==> src/ftp_pkg.sv <==
// package for the fast-interrupt top-priority pending summary block
// assumes a 32-bit register bus and 4-bit source priorities
`default_nettype none
package ftp_pkg;
	localparam int DATA_W = 32;
	localparam int ADDR_W = 16;
	localparam int PRIO_W = 4;
	localparam logic [ADDR_W-1:0] TOP_PENDING_OFFSET = 16'hE260;
	localparam logic [ADDR_W-1:0] IRQ_STATUS_OFFSET = 16'hE2F0;
	localparam logic [ADDR_W-1:0] IRQ_MASK_OFFSET = 16'hE2F4;
	localparam logic [DATA_W-1:0] TOP_PENDING_RESET = 32'h00000000;
	localparam logic [DATA_W-1:0] IRQ_MASK_RESET = 32'h00000000;
	// bits that carry a source; all others read zero
	localparam logic [DATA_W-1:0] SOURCE_BITS = 32'h7F0FF7D0;
	localparam int WAN_TX_FIQ_TOP = 30;
	localparam int WAN_RX_FIQ_TOP = 29;
	localparam int WAN_TX_NOBUF_FIQ_TOP = 28;
	localparam int WAN_RX_NOBUF_FIQ_TOP = 27;
	localparam int WAN_TX_STOPPED_FIQ_TOP = 26;
	localparam int WAN_RX_STOPPED_FIQ_TOP = 25;
	localparam int BUS_ERROR_FIQ_TOP = 24;
	localparam int WAN_WAKE_FIQ_TOP = 19;
	localparam int LAN_WAKE_FIQ_TOP = 18;
	localparam int LAN_TX_FIQ_TOP = 17;
	localparam int LAN_RX_FIQ_TOP = 16;
	localparam int LAN_TX_NOBUF_FIQ_TOP = 15;
	localparam int LAN_RX_NOBUF_FIQ_TOP = 14;
	localparam int LAN_TX_STOPPED_FIQ_TOP = 13;
	localparam int LAN_RX_STOPPED_FIQ_TOP = 12;
	localparam int USB_DEV_FIQ_TOP = 10;
	localparam int USB_HOST_OHCI_FIQ_TOP = 9;
	localparam int USB_HOST_EHCI_FIQ_TOP = 8;
	localparam int SD_HOST_FIQ_TOP = 7;
	localparam int CRYPTO_ENGINE_FIQ_TOP = 6;
	localparam int DRAM_CTRL_FIQ_TOP = 4;
	localparam logic [1:0] RESP_OKAY = 2'h0;
	localparam logic [1:0] RESP_SLVERR = 2'h2;
	// one source as seen by the controller
	typedef struct packed {
		logic pending;
		logic enable;
		logic to_fiq;
		logic [PRIO_W-1:0] prio;
	} ftp_source_t;
	typedef enum logic [0:0] {
		WR_IDLE = 1'b0,
		WR_RESP = 1'b1
	} ftp_wr_state_t;
	typedef enum logic [0:0] {
		RD_IDLE = 1'b0,
		RD_DATA = 1'b1
	} ftp_rd_state_t;
endpackage
`default_nettype wire

==> src/ftp_resolve.sv <==
// top-priority resolver over all fast-interrupt sources
// assumes higher prio value wins; combinational
`timescale 1ns/100ps
`default_nettype none
module ftp_resolve
	import ftp_pkg::*;
#(
	parameter int N = DATA_W
)
(
	input wire ftp_source_t i_src [N],
	output logic [N-1:0] o_top
);
	logic [N-1:0] live;
	logic [PRIO_W-1:0] best;

	// a source counts only while pending, enabled and steered to fiq
	genvar g;
	generate
		for (g = 0; g < N; g++)
		begin : g_live
			assign live[g] = i_src[g].pending & i_src[g].enable
				& i_src[g].to_fiq & SOURCE_BITS[g];
		end
	endgenerate

	always_comb
	begin
		best = '0;
		for (int k = 0; k < N; k++)
		begin
			if (live[k] && i_src[k].prio > best)
			begin
				best = i_src[k].prio;
			end
		end
	end

	// every live source at the best level is flagged, ties included
	generate
		for (g = 0; g < N; g++)
		begin : g_top
			assign o_top[g] = live[g] && (i_src[g].prio == best);
		end
	endgenerate
endmodule
`default_nettype wire

==> src/ftp_top.sv <==
// fast-interrupt top-priority pending summary with axi4-lite slave
// assumes source inputs synchronous to I_SYS_CLK
//
// Decided for this implementation: register access over AXI4-Lite.
`timescale 1ns/100ps
`default_nettype none
//Contract
//- Summary word at 0xE260 is read-only; writes leave it unchanged.
//- A bit is set only while its source was top pending fiq one clock earlier.
//- Sources tied at the top level are all flagged together.
//- Bits 30..25: wan tx, rx, tx nobuf, rx nobuf, tx stop, rx stop.
//- Bit 24 flags the bus error interrupt when top.
//- Bit 19 flags wan wake, bit 18 flags lan wake.
//- Bits 17..12: lan tx, rx, tx nobuf, rx nobuf, tx stop, rx stop.
//- Bit 10 usb device, bit 9 usb ohci, bit 8 usb ehci.
//- Bit 7 sd host, bit 6 crypto engine.
//- Bit 4 flags the dram controller interrupt when top.
module ftp_top
	import ftp_pkg::*;
(
	input wire logic I_SYS_CLK,
	input wire logic I_SRST,
	input wire ftp_source_t I_SRC [DATA_W],
	input wire logic [ADDR_W-1:0] I_AWADDR,
	input wire logic I_AWVALID,
	output logic O_AWREADY,
	input wire logic [DATA_W-1:0] I_WDATA,
	input wire logic [3:0] I_WSTRB,
	input wire logic I_WVALID,
	output logic O_WREADY,
	output logic [1:0] O_BRESP,
	output logic O_BVALID,
	input wire logic I_BREADY,
	input wire logic [ADDR_W-1:0] I_ARADDR,
	input wire logic I_ARVALID,
	output logic O_ARREADY,
	output logic [DATA_W-1:0] O_RDATA,
	output logic [1:0] O_RRESP,
	output logic O_RVALID,
	input wire logic I_RREADY,
	output logic O_IRQ
);
	// ***************************************************
	// summary word
	// ***************************************************
	logic [DATA_W-1:0] top_now;
	logic [DATA_W-1:0] fiq_top_pending_word;
	logic [DATA_W-1:0] prev_word;
	logic [DATA_W-1:0] irq_status;
	logic [DATA_W-1:0] irq_mask;

	// bit map of sources fixed by port index
	// lan, usb, sd, crypto, dram share the same map
	ftp_resolve #(
		.N(DATA_W)
	) u_resolve (
		.i_src(I_SRC),
		.o_top(top_now)
	);

	// summary lags the sources by one clock
	always_ff @(posedge I_SYS_CLK)
	begin
		if (I_SRST)
		begin
			fiq_top_pending_word <= TOP_PENDING_RESET;
		end
		else
		begin
			fiq_top_pending_word <= top_now & SOURCE_BITS;
		end
	end

	// ***************************************************
	// interrupt: a bit rising into top-priority is an event
	// ***************************************************
	logic wr_fire;
	logic [ADDR_W-1:0] aw_addr;
	logic [DATA_W-1:0] w_data;
	logic [3:0] w_strb;
	logic [DATA_W-1:0] clr_mask;
	logic [DATA_W-1:0] be_mask;
	logic [DATA_W-1:0] rose;
	logic [DATA_W-1:0] irq_hit;
	logic hit_summary;
	logic hit_status;
	logic hit_mask;

	always_comb
	begin
		for (int b = 0; b < 4; b++)
		begin
			be_mask[b*8 +: 8] = {8{w_strb[b]}};
		end
	end

	// stored write address decoded once for mask, clear and response
	assign hit_summary = (aw_addr == TOP_PENDING_OFFSET);
	assign hit_status = (aw_addr == IRQ_STATUS_OFFSET);
	assign hit_mask = (aw_addr == IRQ_MASK_OFFSET);

	assign clr_mask = (wr_fire && hit_status)
		? (w_data & be_mask) : '0;

	// a source becoming top-priority is the interrupt event
	assign rose = fiq_top_pending_word & ~prev_word;
	assign irq_hit = irq_status & irq_mask;

	always_ff @(posedge I_SYS_CLK)
	begin
		if (I_SRST)
		begin
			prev_word <= TOP_PENDING_RESET;
		end
		else
		begin
			prev_word <= fiq_top_pending_word;
		end
	end

	// set wins over write-one-to-clear
	always_ff @(posedge I_SYS_CLK)
	begin
		if (I_SRST)
		begin
			irq_status <= '0;
		end
		else
		begin
			irq_status <= (irq_status & ~clr_mask) | rose;
		end
	end

	always_ff @(posedge I_SYS_CLK)
	begin
		if (I_SRST)
		begin
			irq_mask <= IRQ_MASK_RESET;
		end
		else if (wr_fire && hit_mask)
		begin
			// byte lanes only; reserved bits never stick
			irq_mask <= ((irq_mask & ~be_mask) | (w_data & be_mask))
				& SOURCE_BITS;
		end
	end

	// ***************************************************
	// interrupt output
	// ***************************************************

	always_ff @(posedge I_SYS_CLK)
	begin
		if (I_SRST)
		begin
			O_IRQ <= 1'b0;
		end
		else
		begin
			O_IRQ <= |irq_hit;
		end
	end

	// ***************************************************
	// axi4-lite write channel
	// ***************************************************
	ftp_wr_state_t wr_state;
	logic aw_held;
	logic w_held;
	logic aw_take;
	logic w_take;
	logic wr_ok;

	assign O_AWREADY = (wr_state == WR_IDLE) && !aw_held;
	assign O_WREADY = (wr_state == WR_IDLE) && !w_held;
	assign aw_take = O_AWREADY && I_AWVALID;
	assign w_take = O_WREADY && I_WVALID;
	// act only on the stored copies, one clock after the later half
	assign wr_fire = (wr_state == WR_IDLE) && aw_held && w_held;
	// summary word takes no data but still answers okay
	assign wr_ok = hit_summary || hit_status || hit_mask;

	// each half waits here until both are in; either may come first
	always_ff @(posedge I_SYS_CLK)
	begin
		if (I_SRST)
		begin
			aw_held <= 1'b0;
			w_held <= 1'b0;
			aw_addr <= '0;
			w_data <= '0;
			w_strb <= '0;
		end
		else
		begin
			if (aw_take)
			begin
				aw_addr <= I_AWADDR;
			end
			if (w_take)
			begin
				w_data <= I_WDATA;
				w_strb <= I_WSTRB;
			end
			if (wr_fire)
			begin
				aw_held <= 1'b0;
				w_held <= 1'b0;
			end
			else
			begin
				aw_held <= aw_held | aw_take;
				w_held <= w_held | w_take;
			end
		end
	end

	ftp_wr_state_t next_wr_state;
	always_comb
	begin
		case (wr_state)
			WR_IDLE: next_wr_state = wr_fire ? WR_RESP : WR_IDLE;
			WR_RESP: next_wr_state = I_BREADY ? WR_IDLE : WR_RESP;
			default: next_wr_state = WR_IDLE;
		endcase
	end

	always_ff @(posedge I_SYS_CLK)
	begin
		if (I_SRST)
		begin
			wr_state <= WR_IDLE;
			O_BVALID <= 1'b0;
			O_BRESP <= RESP_OKAY;
		end
		else
		begin
			wr_state <= next_wr_state;
			O_BVALID <= (next_wr_state == WR_RESP);
			if (wr_fire)
			begin
				// summary word ignores writes
				O_BRESP <= wr_ok ? RESP_OKAY : RESP_SLVERR;
			end
		end
	end

	// ***************************************************
	// axi4-lite read channel
	// ***************************************************
	ftp_rd_state_t rd_state;
	logic ar_take;

	assign O_ARREADY = (rd_state == RD_IDLE);
	assign ar_take = O_ARREADY && I_ARVALID;

	// one read in flight; address decoded when taken
	always_ff @(posedge I_SYS_CLK)
	begin
		if (I_SRST)
		begin
			rd_state <= RD_IDLE;
			O_RVALID <= 1'b0;
			O_RDATA <= '0;
			O_RRESP <= RESP_OKAY;
		end
		else
		begin
			case (rd_state)
				RD_IDLE:
				begin
					if (ar_take)
					begin
						rd_state <= RD_DATA;
						O_RVALID <= 1'b1;
						O_RRESP <= RESP_OKAY;
						case (I_ARADDR)
							TOP_PENDING_OFFSET: O_RDATA <= fiq_top_pending_word;
							IRQ_STATUS_OFFSET: O_RDATA <= irq_status;
							IRQ_MASK_OFFSET: O_RDATA <= irq_mask;
							default:
							begin
								O_RDATA <= '0;
								O_RRESP <= RESP_SLVERR;
							end
						endcase
					end
				end
				RD_DATA:
				begin
					if (I_RREADY)
					begin
						rd_state <= RD_IDLE;
						O_RVALID <= 1'b0;
					end
				end
				default:
				begin
					rd_state <= RD_IDLE;
					O_RVALID <= 1'b0;
				end
			endcase
		end
	end
endmodule
`default_nettype wire

==> config.mk <==
export PLATFORM = sky130hd
export DESIGN_NAME = ftp_top
export DESIGN_NICKNAME = d
export VERILOG_FILES = /design/src/ftp_pkg.sv /design/src/ftp_resolve.sv /design/src/ftp_top.sv
export SDC_FILE = /design/constraint.sdc
export NUM_CORES = 1
export LEC_CHECK = 0
export ABC_AREA = 1
export BUFFER_PORTS_ARGS = -buffer_cell sky130_fd_sc_hd__buf_2
export CAP_MARGIN = 40
export CORE_UTILIZATION = 58
export CTS_CLUSTER_SIZE = 28
export DETAILED_ROUTE_END_ITERATION = 10
export PLACE_DENSITY_LB_ADDON = 0.05
export SETUP_SLACK_MARGIN = 0.05
export SLEW_MARGIN = 20
export SYNTH_ARGS = -nofsm -noshare
export SYNTH_HDL_FRONTEND = slang
export SYNTH_SLANG_ARGS = --single-unit
==> constraint.sdc <==
create_clock -name I_SYS_CLK -period 36.5 [get_ports I_SYS_CLK]
set_clock_uncertainty 0.1 [all_clocks]
set_input_delay 3.65 -clock I_SYS_CLK [delete_from_list [all_inputs] [get_ports I_SYS_CLK]]
set_output_delay 3.65 -clock I_SYS_CLK [all_outputs]
set_load 0.02 [all_outputs]
Word level (Yosys, flattened, before mapping)
Cells that the tools add are included.

Register bits: 211. Logic and storage cells: 217.

$lt $le $gt $ge: 21. Equal/unequal tests: 29. Mux-type cells: 34. Bitwise gates (word level): 56. Reductions and logical operators: 60.

Operators by type and width (count): bitwise AND 32 bit (3); == test 16 bit (second input constant) (6); one-hot mux 32 bit (3 select lines) (1); == test 4 bit (21); 2-to-1 mux 4 bit (21); > comparator 4 bit (20); NOT 32 bit (2); logical AND 1 bit (51); bitwise AND 1 bit (42); bitwise AND 32 x 31 -> 32 bit (1); 2-to-1 mux 32 bit (1); bitwise OR 32 bit (1); OR reduction 32 bit (1); bitwise AND 31 bit (1); NOT 31 bit (1); bitwise OR 31 bit (1); 2-to-1 mux 1 bit (6); one-hot mux 1 bit (2 select lines) (3); > comparator 4 x 1 -> 1 bit (second input constant) (1); 2-to-1 mux 2 bit (2); AND reduction 2 bit (2); OR reduction 3 bit (1); logical NOT 1 bit (2); logical OR 1 bit (2); other kinds (5) (7).

Longest topological paths before layout
Gate-level depths: netlist of the first run.

Depth in word-level cells: 66. Gate-level depth with buffers: 178. Depth with buffers taken out: 176.

By module
From an unflattened synthesis of the first run, not the netlist that was laid out.

Cell total of the unflattened synthesis: 2222. Area, all modules: 14360.0 um^2.

By module, submodules not included: ftp_top (times used 1, cells an instance 1028, area each 7472.2 um^2); ftp_resolve (times used 1, cells an instance 1194, area each 6887.9 um^2).

Worst setup path before layout of the first run
No wires, ideal clock.

Kind: input-to-reg. Start: in I_SRC[195] (netlist name). End: reg fiq_top_pending_word[12]. Arrival time: 22.222 ns. Required time: 36.288 ns. Path slack: 14.066 ns. Cell stages on the path: 171. Buffers on the path: 2. Path through: nand2_1 nor2_2 nand2_2 nor2_2 inv_1 ha_1 nand2_1 nor2_2 nor2_4 nand2_4 nand2_1 o21ai_0 ha_1 inv_1 o21bai_1 inv_2 nand2_4 nand2_4 [... 135 more ...] nand2_1 nand2_1 inv_1 nand2_1 nand2_1 ha_1 a21oi_1 o21ai_0 nand2_1 clkbuf_8 inv_1 nand2_1 clkbuf_4 nand3_1 nand2_1 nor2_1 nand2_1 nor2_2.

Longest elaborated chain between the ends: 66.

RTL lines: start: declaration (RTL line ftp_top.sv:23) `input wire ftp_source_t I_SRC [DATA_W],`; bitwise AND 1 bit * (RTL line ftp_resolve.sv:22) `assign live[g] = i_src[g].pending & i_src[g].enable`; bitwise AND 1 bit * (RTL line ftp_resolve.sv:23) `& i_src[g].to_fiq & SOURCE_BITS[g];`; logical AND 1 bit * (RTL line ftp_resolve.sv:32) `if (live[k] && i_src[k].prio > best)`; 2-to-1 mux 4 bit * (RTL line ftp_resolve.sv:32); > comparator 4 bit (RTL line ftp_resolve.sv:32); logical AND 1 bit (RTL line ftp_resolve.sv:32); 2-to-1 mux 4 bit * (RTL line ftp_resolve.sv:32); > comparator 4 bit (RTL line ftp_resolve.sv:32); [... 50 more ...]; > comparator 4 bit (RTL line ftp_resolve.sv:32); logical AND 1 bit (RTL line ftp_resolve.sv:32); 2-to-1 mux 4 bit * (RTL line ftp_resolve.sv:32); > comparator 4 bit (RTL line ftp_resolve.sv:32); logical AND 1 bit (RTL line ftp_resolve.sv:32); 2-to-1 mux 4 bit * (RTL line ftp_resolve.sv:32); == test 4 bit * (RTL line ftp_resolve.sv:43) `assign o_top[g] = live[g] && (i_src[g].prio == best);`; logical AND 1 bit * (RTL line ftp_resolve.sv:43); end signal: assignment (RTL line ftp_top.sv:70) `fiq_top_pending_word <= top_now & SOURCE_BITS;`; end: declaration (RTL line ftp_top.sv:47) `logic [DATA_W-1:0] fiq_top_pending_word;`.

Mark *: on every way between the ends. The rest lies on a longest branch, timed or not. A chain may end at the register's enable or synchronous reset.

Final worst setup path of the first run
Start: in I_SRC[195] (netlist name). End: reg fiq_top_pending_word[27].

The elaborated chain is that of the path after synthesis.

==> results of run 1 <==
==> final cells by class <==
| type | instances | area share |
|---|---|---|
| multi-input cells | 1461 | 0.5198 |
| clock inverters | 12 | 0.01049 |
| clock buffers | 20 | 0.03039 |
| repair buffers | 272 | 0.09567 |
| diodes | 7 | 0.001166 |
| flip-flops and latches | 187 | 0.2491 |
| inverters | 279 | 0.07003 |
| well taps | 280 | 0.02331 |
==> worst max-delay path: cells and delay by family <==
| kind | cells | cell delay (ns) |
|---|---|---|
| and+or+nand+nor | 82 | 9.32 |
| adders and majority gates | 20 | 6.02 |
| AOI/OAI and AO/OA | 26 | 5.31 |
| buffers and inverters | 19 | 1.32 |
==> where the power goes <==
| group | switching [mW] | internal, mW |
|---|---|---|
| combinational | 0.242 | 0.118 |
| clock | 0.0781 | 0.112 |
| sequential | 0.00489 | 0.212 |
==> path summary, 6_finish.rpt <==
check | to | slack, ns | cells past startpoint
worst max-delay path | fiq_top_pending_word[27] | 10.99 | 147
worst min-delay path | irq_status[13] | 0.32 | 1
worst min register to register | irq_status[13] | 0.32 | 1
worst max register to register | irq_status[7] | 34.21 | 9
==> stage by stage <==
stage,hold WS (ns),area (µm²)
after CTS,0.3232,14990
final,0.3210,15030
after global placement,0.3089,14300
after floorplan,0.3078,13010
after detailed placement,0.3130,14380
after global routing,0.3349,15010
==> Yosys cell counts (all sizes together), types with 2 or more instances <==
cell type	count	area [µm²]
clkbuf	48	224.0
nor4	4	25.02
o22ai	21	131.4
a41oi	2	17.52
clkinv	2	7.510
dfxtp	187	3744
nand3	303	1689
o221ai	21	183.9
nand2	518	2382
xor2	16	140.1
nor2	247	1140
a21oi	102	510.5
buf	20	176.4
o21bai	17	127.6
nor3b	2	15.01
nand4	7	43.79
nor3	6	30.03
ha	46	575.6
o31ai	14	105.1
inv	277	1045
o21ai	126	630.6
or2	2	12.51
==> routing by layer <==
metal | vias to the layer above | wire length [µm]
li1 | 6926 | -
met1 | 6050 | 15210
met3 | 80 | 2028
met2 | 437 | 16720
met4 | 4 | 874
met5 | - | 20
==> kinds of logic (layout without fill, tap and decap cells) <==
logic type	Yosys count	after routing
other	1	9
AOI/OAI and AO/OA	307	307
buffers and inverters	348	583
adders and majority gates	46	46
xor gates and xnor gates	16	16
and+or+nand+nor	1090	1090
DFF	187	187
==> out/results.tsv, run 1 <==
metric	value	unit
run status	finished clean	
count of final max-slew check failures	0	
total of flip-flops plus latches after synthesis	187	
worst min-delay path class	reg2reg	
most congested layer reported by global routing	met2	
TritonCTS Buffers	17	
initial antenna violation count	6	
worst skew pair latency	0.43	ns
Worst Setup Slack post-DPL	10.30	ns
portion of netlist area occupied by mux cells	0	
Die ar.	23030	µm²
power per unit of standard cell area	51.05	nW/µm²
initial cell density of the core	0.5943	
Port Buffers	261	
Worst Setup Start Kind	input port	
Post CTS Setup Buffer Count	0	
Detailed Route Iter0 Violations	904	
met3 capacity usage during global routing	0.03982	
count of maximum capacitance violations	0	
worst-path maximum fanout	22	
WL final	34860	µm
Simple-Gate Fraction of Synth Area	0.4108	
Die Span X	151.8	µm
master of the slowest instance on the critical path	sky130_fd_sc_hd__nand2_2	
DR vias	13497	
post-synthesis sequential area ratio	0.2878	
die boundary height	151.8	µm
Worst Path Class, Setup	in2reg	
Post-synth EDFFs	0	
type of element capturing the critical path	flip-flop	
maximum VDD drop	0.02823	mV
number of routed nets with antenna violations	0	
hold path startpoint	prev_word[13]	
main combinational cell family by area after synthesis	simple AND/OR/NAND/NOR gates	
crit path launch	I_SRC[195]	
GRT Overall Usage	0.3017	
H-Tree Depth	4	
hold violation count in the final report	0	
first-pass GRT wire length	55900	µm
via count of the first global-routing pass	12225	
fraction of layout cells with a size suffix above 1	0.2281	
Final Worst Setup Slack	10.99	ns
FFs w/ async S/R, synth	0	
fill cell count	2000	
Layout Utilization	0.6864	
adder and majority cell fraction of the synthesized area	0.04424	
clock-pin slew on the worst setup and hold paths	0.07	ns
overflow left after global routing	0	
leakage	7.322	nW
maximum clock path buffer count	2	
Setup Viol. Count Final	0	
number of hold buffers added after CTS	0	
required time at the endpoint of the critical path	36.73	ns
total power	767.1	µW
net count reported at finish	2563	
most frequent standard cell in the layout excluding fill and tap cells	sky130_fd_sc_hd__nand2_1	
Synth Area in XOR/XNOR	0.01077	
transition at the pin with the smallest max-transition slack	0.6967	ns
layout-stage area growth over the synthesis result	15.51	%
most frequent cells in the layout	416 x sky130_fd_sc_hd__nand2_1, 270 x sky130_fd_sc_hd__nand3_1, 260 x sky130_fd_sc_hd__buf_2	
per-cell routed wire length	13.84	µm
count of boundary I/O pins	341	
placer's final routability congestion estimate	0.8948	
count of distinct cell types in the synthesized netlist	44	
footprint of the multi-input gates	7811	µm²
average vias per placed instance	5.360	
Non-Filler Instances	2518	
buffer type at the clock tree root	sky130_fd_sc_hd__clkbuf_16	
Reg2Reg Launch Point	aw_addr[0]	
Worst path max stage delay	0.66	ns
number of detailed-routing iterations run before antenna repair	5	
TritonCTS clock tree	yes	
GR Layer Usage met2	0.5286	
instance count after placement with tap cells included	2478	
post-synthesis instance area	13010	µm²
mean cell area of the mapped netlist	6.521	µm²
final worst path period share	0.6988	
post-cts sizing count	0	
met1 track demand over resource in global routing	0.3766	
data arrival time of the critical path	25.73	ns
Peak Freq	39.21	MHz
Synthesis Warnings	0	
number of rows in the core area	54	
total negative slack	0	ns
synthesized instance count	1995	
Seq. cell area	3744	µm²
crit-path most repeated cell	sky130_fd_sc_hd__nand2_4	
pin count of the biggest net entering global routing	76	
floorplan core area	21890	µm²
compound-gate portion of the synthesized area	0.1337	
most instantiated flip-flop cell in the synthesis netlist	sky130_fd_sc_hd__dfxtp_1	
clock sink count	187	
RSZ-0062 raised after global routing	no	
drc violations	0	
min cycle time layout	25.51	ns
Slew Limit Headroom	0.5312	
HPWL Detailed	26480	µm
Note: power is estimated with default switching activity, not from simulation.
==> inputs of run 2 (changes only) <==
--- a/config.mk
+++ b/config.mk
@@ -8,7 +8,7 @@
 export ABC_AREA = 1
 export BUFFER_PORTS_ARGS = -buffer_cell sky130_fd_sc_hd__buf_2
 export CAP_MARGIN = 40
-export CORE_UTILIZATION = 58
+export CORE_UTILIZATION = 54
 export CTS_CLUSTER_SIZE = 28
 export DETAILED_ROUTE_END_ITERATION = 10
 export PLACE_DENSITY_LB_ADDON = 0.05
==> constraint.sdc (replaced) <==
create_clock -name I_SYS_CLK -period 24.5 [get_ports I_SYS_CLK]
set_clock_uncertainty 0.1 [all_clocks]
set_input_delay 2.45 -clock I_SYS_CLK [delete_from_list [all_inputs] [get_ports I_SYS_CLK]]
set_output_delay 2.45 -clock I_SYS_CLK [all_outputs]
set_load 0.02 [all_outputs]
==> run 2 against run 1 <==
Non-clock buffer count is 10 higher. Total power is 56% higher. Largest power group unchanged. Largest cell class unchanged. Critical path type unchanged. Cell area is 2.7% higher.
==> out/results.tsv, run 2 (same netlist as run 1, synthesis figures left out) <==
metric	value	unit
run status	finished clean	
Final Worst Setup Slack	1.955	ns
share of power burned in registers	0.270	
type of element capturing the critical path	flip-flop	
Non-Filler Instances	2574	
min cycle time layout	22.54	ns
master of the slowest instance on the critical path	sky130_fd_sc_hd__ha_1	
maximum clock path buffer count	2	
end of the worst register-to-register path	irq_status[15]	
initial antenna violation count	8	
combinational share of power	0.508	
H-Tree Depth	4	
worst-path maximum fanout	10	
maximum VDD drop	0.05085	mV
cell internal power dissipation	682.7	µW
Psw	515.3	µW
placer's final routability congestion estimate	0.9002	
count of maximum capacitance violations	0	
destination of the critical timing path	fiq_top_pending_word[16]	
power per unit of standard cell area	77.60	nW/µm²
worst min-delay path class	reg2reg	
drc violations	0	
most frequent cells in the layout	405 x sky130_fd_sc_hd__nand2_1, 270 x sky130_fd_sc_hd__nand3_1, 260 x sky130_fd_sc_hd__buf_2	
Slew Limit Headroom	0.5211	
Reg2Reg Launch Point	aw_addr[0]	
overflow left after global routing	0	
Port Buffers	261	
Die Span X	157.2	µm
HPWL Detailed	27030	µm
average vias per placed instance	5.297	
leakage	7.457	nW
number of routed nets with antenna violations	0	
crit-path most repeated cell	sky130_fd_sc_hd__nand2_4	
Peak Freq	44.36	MHz
buffer type at the clock tree root	sky130_fd_sc_hd__clkbuf_16	
die boundary height	157.2	µm
Worst Path Class, Setup	in2reg	
data arrival time of the critical path	22.79	ns
number of detailed-routing iterations run before antenna repair	5	
clock-pin slew on the worst setup and hold paths	0.07	ns
Worst Setup Start Kind	input port	
per-cell routed wire length	14.09	µm
clock network fraction of design power	0.222	
TritonCTS clock tree	yes	
number of rows in the core area	56	
initial cell density of the core	0.5526	
pin count of the biggest net entering global routing	76	
via count of the first global-routing pass	12249	
hold violation count in the final report	0	
Setup Viol. Count Final	0	
DR vias	13634	
register-to-register path setup slack	22.28	ns
sw frac	0.4302	
layout-stage area growth over the synthesis result	18.67	%
count of final max-slew check failures	0	
clock sink count	187	
Post-Place Cell Area	14460	µm²
worst skew pair latency	0.42	ns
WL final	36260	µm
number of cells on the worst reg-to-reg path	9	
instance count after placement with tap cells included	2522	
Worst path max stage delay	0.32	ns
total power	1.198	mW
required time at the endpoint of the critical path	24.75	ns
Worst Setup Slack post-DPL	0.4411	ns
GRT Overall Usage	0.2819	
fraction of layout cells with a size suffix above 1	0.2452	
total negative slack	0	ns
floorplan core area	23540	µm²
final worst path period share	0.9202	
TritonCTS Buffers	17	
most frequent standard cell in the layout excluding fill and tap cells	sky130_fd_sc_hd__nand2_1	
first-pass GRT wire length	56190	µm
net count reported at finish	2580	
crit path launch	I_SRC[189]	
count of boundary I/O pins	341	
Detailed Route Iter0 Violations	828	
transition at the pin with the smallest max-transition slack	0.7118	ns
Die ar.	24720	µm²
Finished Cell Area	15440	µm²
[run 2: timing repair]
| item | 4_1_cts | 5_1_grt |
|---|---|---|
| endpoints found under the setup margin | 0 | 21 |
| gates resized for setup | 0 | 80 |
| buffers inserted | 0 | 5 |
| hold buffers | 0 | 0 |
[run 2: worst min path at each step]
stage | start | to | slack (ns) | depth (start not counted)
final | prev_word[9] | irq_status[9] | 0.32 | 1
after global routing | prev_word[9] | irq_status[9] | 0.33 | 1
after CTS | prev_word[9] | irq_status[9] | 0.32 | 1
after detailed placement | prev_word[26] | irq_status[26] | 0.32 | 1
after global placement | prev_word[28] | irq_status[28] | 0.31 | 1
after floorplan | prev_word[10] | irq_status[10] | 0.31 | 1
[run 2: through the flow]
stage | hold WS (ns) | utilization
2_1_floorplan | 0.3078 | -
3_3_place_gp | 0.3091 | 0.6111
3_5_place_dp | 0.3161 | 0.6144
4_1_cts | 0.3245 | 0.6389
5_1_grt | 0.3331 | 0.6553
6_report | 0.3218 | 0.6557
[run 2: cell type report]
class | instances | area [µm²]
tap | 319 | 399.1
multi-input combinational | 1468 | 8088
antenna | 8 | 20.02
clock inverter | 10 | 116.4
inverter | 279 | 1059
fill | 2232 | 8105
clock buffer | 21 | 460.4
timing repair buffer | 282 | 1551
sequential | 187 | 3744
[run 2: worst max-delay path: cells and delay by family]
family	cells	cell delay, ns
simple gates	74	7.22
fa+ha+maj	20	5.88
compound gates	32	4.63
buf+inv	35	2.41
xor+xnor	1	0.16
[run 2: routing by layer]
metal,share of wire,wire (µm),GRT usage,up-vias
li1,-,-,-,6983
met2,0.48,17480,0.5032,430
met5,0.00063,23,0,-
met3,0.062,2249,0.04157,75
met1,0.43,15560,0.3458,6142
met4,0.026,949,0.08969,4
[run 2: power by group through the flow]
| stage | sequential (mW) | clock (mW) | combinational (mW) |
|---|---|---|---|
| after CTS | 0.323 | 0.270 | 0.542 |
| after floorplan | 0.328 | 0 | 0.445 |
| after detailed placement | 0.330 | 0 | 0.540 |
| after global placement | 0.329 | 0 | 0.527 |
| final | 0.323 | 0.266 | 0.608 |
| after global routing | 0.324 | 0.284 | 0.681 |
==> inputs of run 3 (changes only) <==
--- a/config.mk
+++ b/config.mk
@@ -7,8 +7,7 @@
 export LEC_CHECK = 0
 export ABC_AREA = 1
 export BUFFER_PORTS_ARGS = -buffer_cell sky130_fd_sc_hd__buf_2
-export CAP_MARGIN = 40
-export CORE_UTILIZATION = 54
+export CORE_UTILIZATION = 45
 export CTS_CLUSTER_SIZE = 28
 export DETAILED_ROUTE_END_ITERATION = 10
 export PLACE_DENSITY_LB_ADDON = 0.05
==> run 3 against run 2 <==
Clock power up 7%. Sequential cell count did not move. Combinational power decreased by 4.1%. Non-clock buffer count increased by 2. Count of clock-buffer cells in the layout decreased by 1. Wire length rose by 2.2%. Utilization down 11 points. Highest routed layer unchanged.
==> out/results.tsv, run 3 (same netlist as run 1, synthesis figures left out) <==
metric	value	unit
run status	finished clean	
final worst path period share	0.9229	
layout-stage area growth over the synthesis result	17.58	%
crit-path most repeated cell	sky130_fd_sc_hd__nand2_4	
required time at the endpoint of the critical path	24.74	ns
maximum VDD drop	0.04761	mV
data arrival time of the critical path	22.85	ns
initial cell density of the core	0.4632	
Port Buffers	261	
net count reported at finish	2577	
worst min-delay path class	reg2reg	
worst skew pair latency	0.43	ns
maximum clock path buffer count	2	
placer's final routability congestion estimate	0.8829	
leakage	7.381	nW
count of boundary I/O pins	341	
Non-Filler Instances	2628	
master of the slowest instance on the critical path	sky130_fd_sc_hd__ha_1	
type of element capturing the critical path	flip-flop	
TritonCTS Buffers	17	
number of detailed-routing iterations run before antenna repair	5	
Worst Setup Slack post-DPL	0.3490	ns
fraction of layout cells with a size suffix above 1	0.2383	
Worst Path Class, Setup	in2reg	
pin count of the biggest net entering global routing	95	
fill cell count	2927	
per-cell routed wire length	14.10	µm
number of rows in the core area	61	
Worst Setup Start Kind	input port	
Peak Freq	44.22	MHz
min cycle time layout	22.61	ns
number of routed nets with antenna violations	0	
average vias per placed instance	5.085	
Worst path max stage delay	0.32	ns
Setup Viol. Count Final	0	
Slew Limit Headroom	0.2466	
Detailed Route Iter0 Violations	735	
via count of the first global-routing pass	12056	
overflow left after global routing	0	
GRT Overall Usage	0.2462	
total power	1.190	mW
initial antenna violation count	9	
drc violations	0	
floorplan core area	28090	µm²
H-Tree Depth	4	
most frequent cells in the layout	411 x sky130_fd_sc_hd__nand2_1, 270 x sky130_fd_sc_hd__nand3_1, 260 x sky130_fd_sc_hd__buf_2	
hold violation count in the final report	0	
TritonCTS clock tree	yes	
Post-Place Cell Area	14530	µm²
Die Span X	172.0	µm
worst hold-check slack	0.3194	ns
count of final max-slew check failures	0	
Finished Cell Area	15300	µm²
clock-pin slew on the worst setup and hold paths	0.07	ns
worst-path maximum fanout	9	
count of maximum capacitance violations	0	
WL final	37050	µm
first-pass GRT wire length	58310	µm
power per unit of standard cell area	77.80	nW/µm²
DR vias	13363	
clock sink count	187	
HPWL Detailed	27760	µm
instance count after placement with tap cells included	2583	
buffer type at the clock tree root	sky130_fd_sc_hd__clkbuf_16	
most frequent standard cell in the layout excluding fill and tap cells	sky130_fd_sc_hd__nand2_1	
transition at the pin with the smallest max-transition slack	1.127	ns
Final Worst Setup Slack	1.888	ns
number of hold buffers added after CTS	0	
die boundary height	172.0	µm
Die ar.	29590	µm²
==> run 3: area by class of cell <==
type                            count  area, µm²  area share
Multi-Input combinational cell   1463       7913      0.5173
Sequential cell                   187       3744      0.2447
Timing Repair Buffer              284       1494     0.09767
Inverter                          279       1055     0.06896
Tap cell                          378      473.0     0.03092
Clock buffer                       20      446.7     0.02920
Clock inverter                     12      158.9     0.01039
Antenna cell                        5      12.51   0.0008180
==> run 3: final timing paths <==
kind / cells past startpoint / from / slack [ns] / endpoint
worst max-delay path: 160 / I_SRC[195] / 1.89 / fiq_top_pending_word[19]
worst min-delay path: 1 / prev_word[27] / 0.32 / irq_status[27]
worst max register to register: 9 / aw_addr[0] / 22.17 / irq_status[18]
worst min register to register: 1 / prev_word[27] / 0.32 / irq_status[27]
==> run 3: metal layers <==
layer  wire, µm  global-route usage
met3       2073             0.03250
met2      17520              0.4293
met5         48                   0
met1      16790              0.3179
met4        621             0.06272
==> run 3: through the flow <==
stage | utilization | setup TNS (ns)
6_report | 0.5446 | 0
4_1_cts | 0.5388 | 0
3_5_place_dp | 0.5173 | 0
3_3_place_gp | 0.5173 | 0
5_1_grt | 0.5445 | -0.007244
2_1_floorplan | - | 0
==> run 3: report_power, final <==
| group | switching (mW) | internal, mW |
|---|---|---|
| clock | 0.120 | 0.165 |
| combinational | 0.377 | 0.205 |
| sequential | 0.00725 | 0.316 |
==> run 3: critical path: cells and delay by family <==
kind,cells,cell delay (ns)
AO/OA/AOI/OAI,32,4.95
buffers and inverters,35,2.37
adder cells (fa/ha/maj),20,6.00
AND/OR/NAND/NOR,73,7.04
==> run 3: what timing repair did <==
item	in CTS	in global routing
buffers inserted	0	6
setup endpoints to repair	0	21
resized for setup	0	44
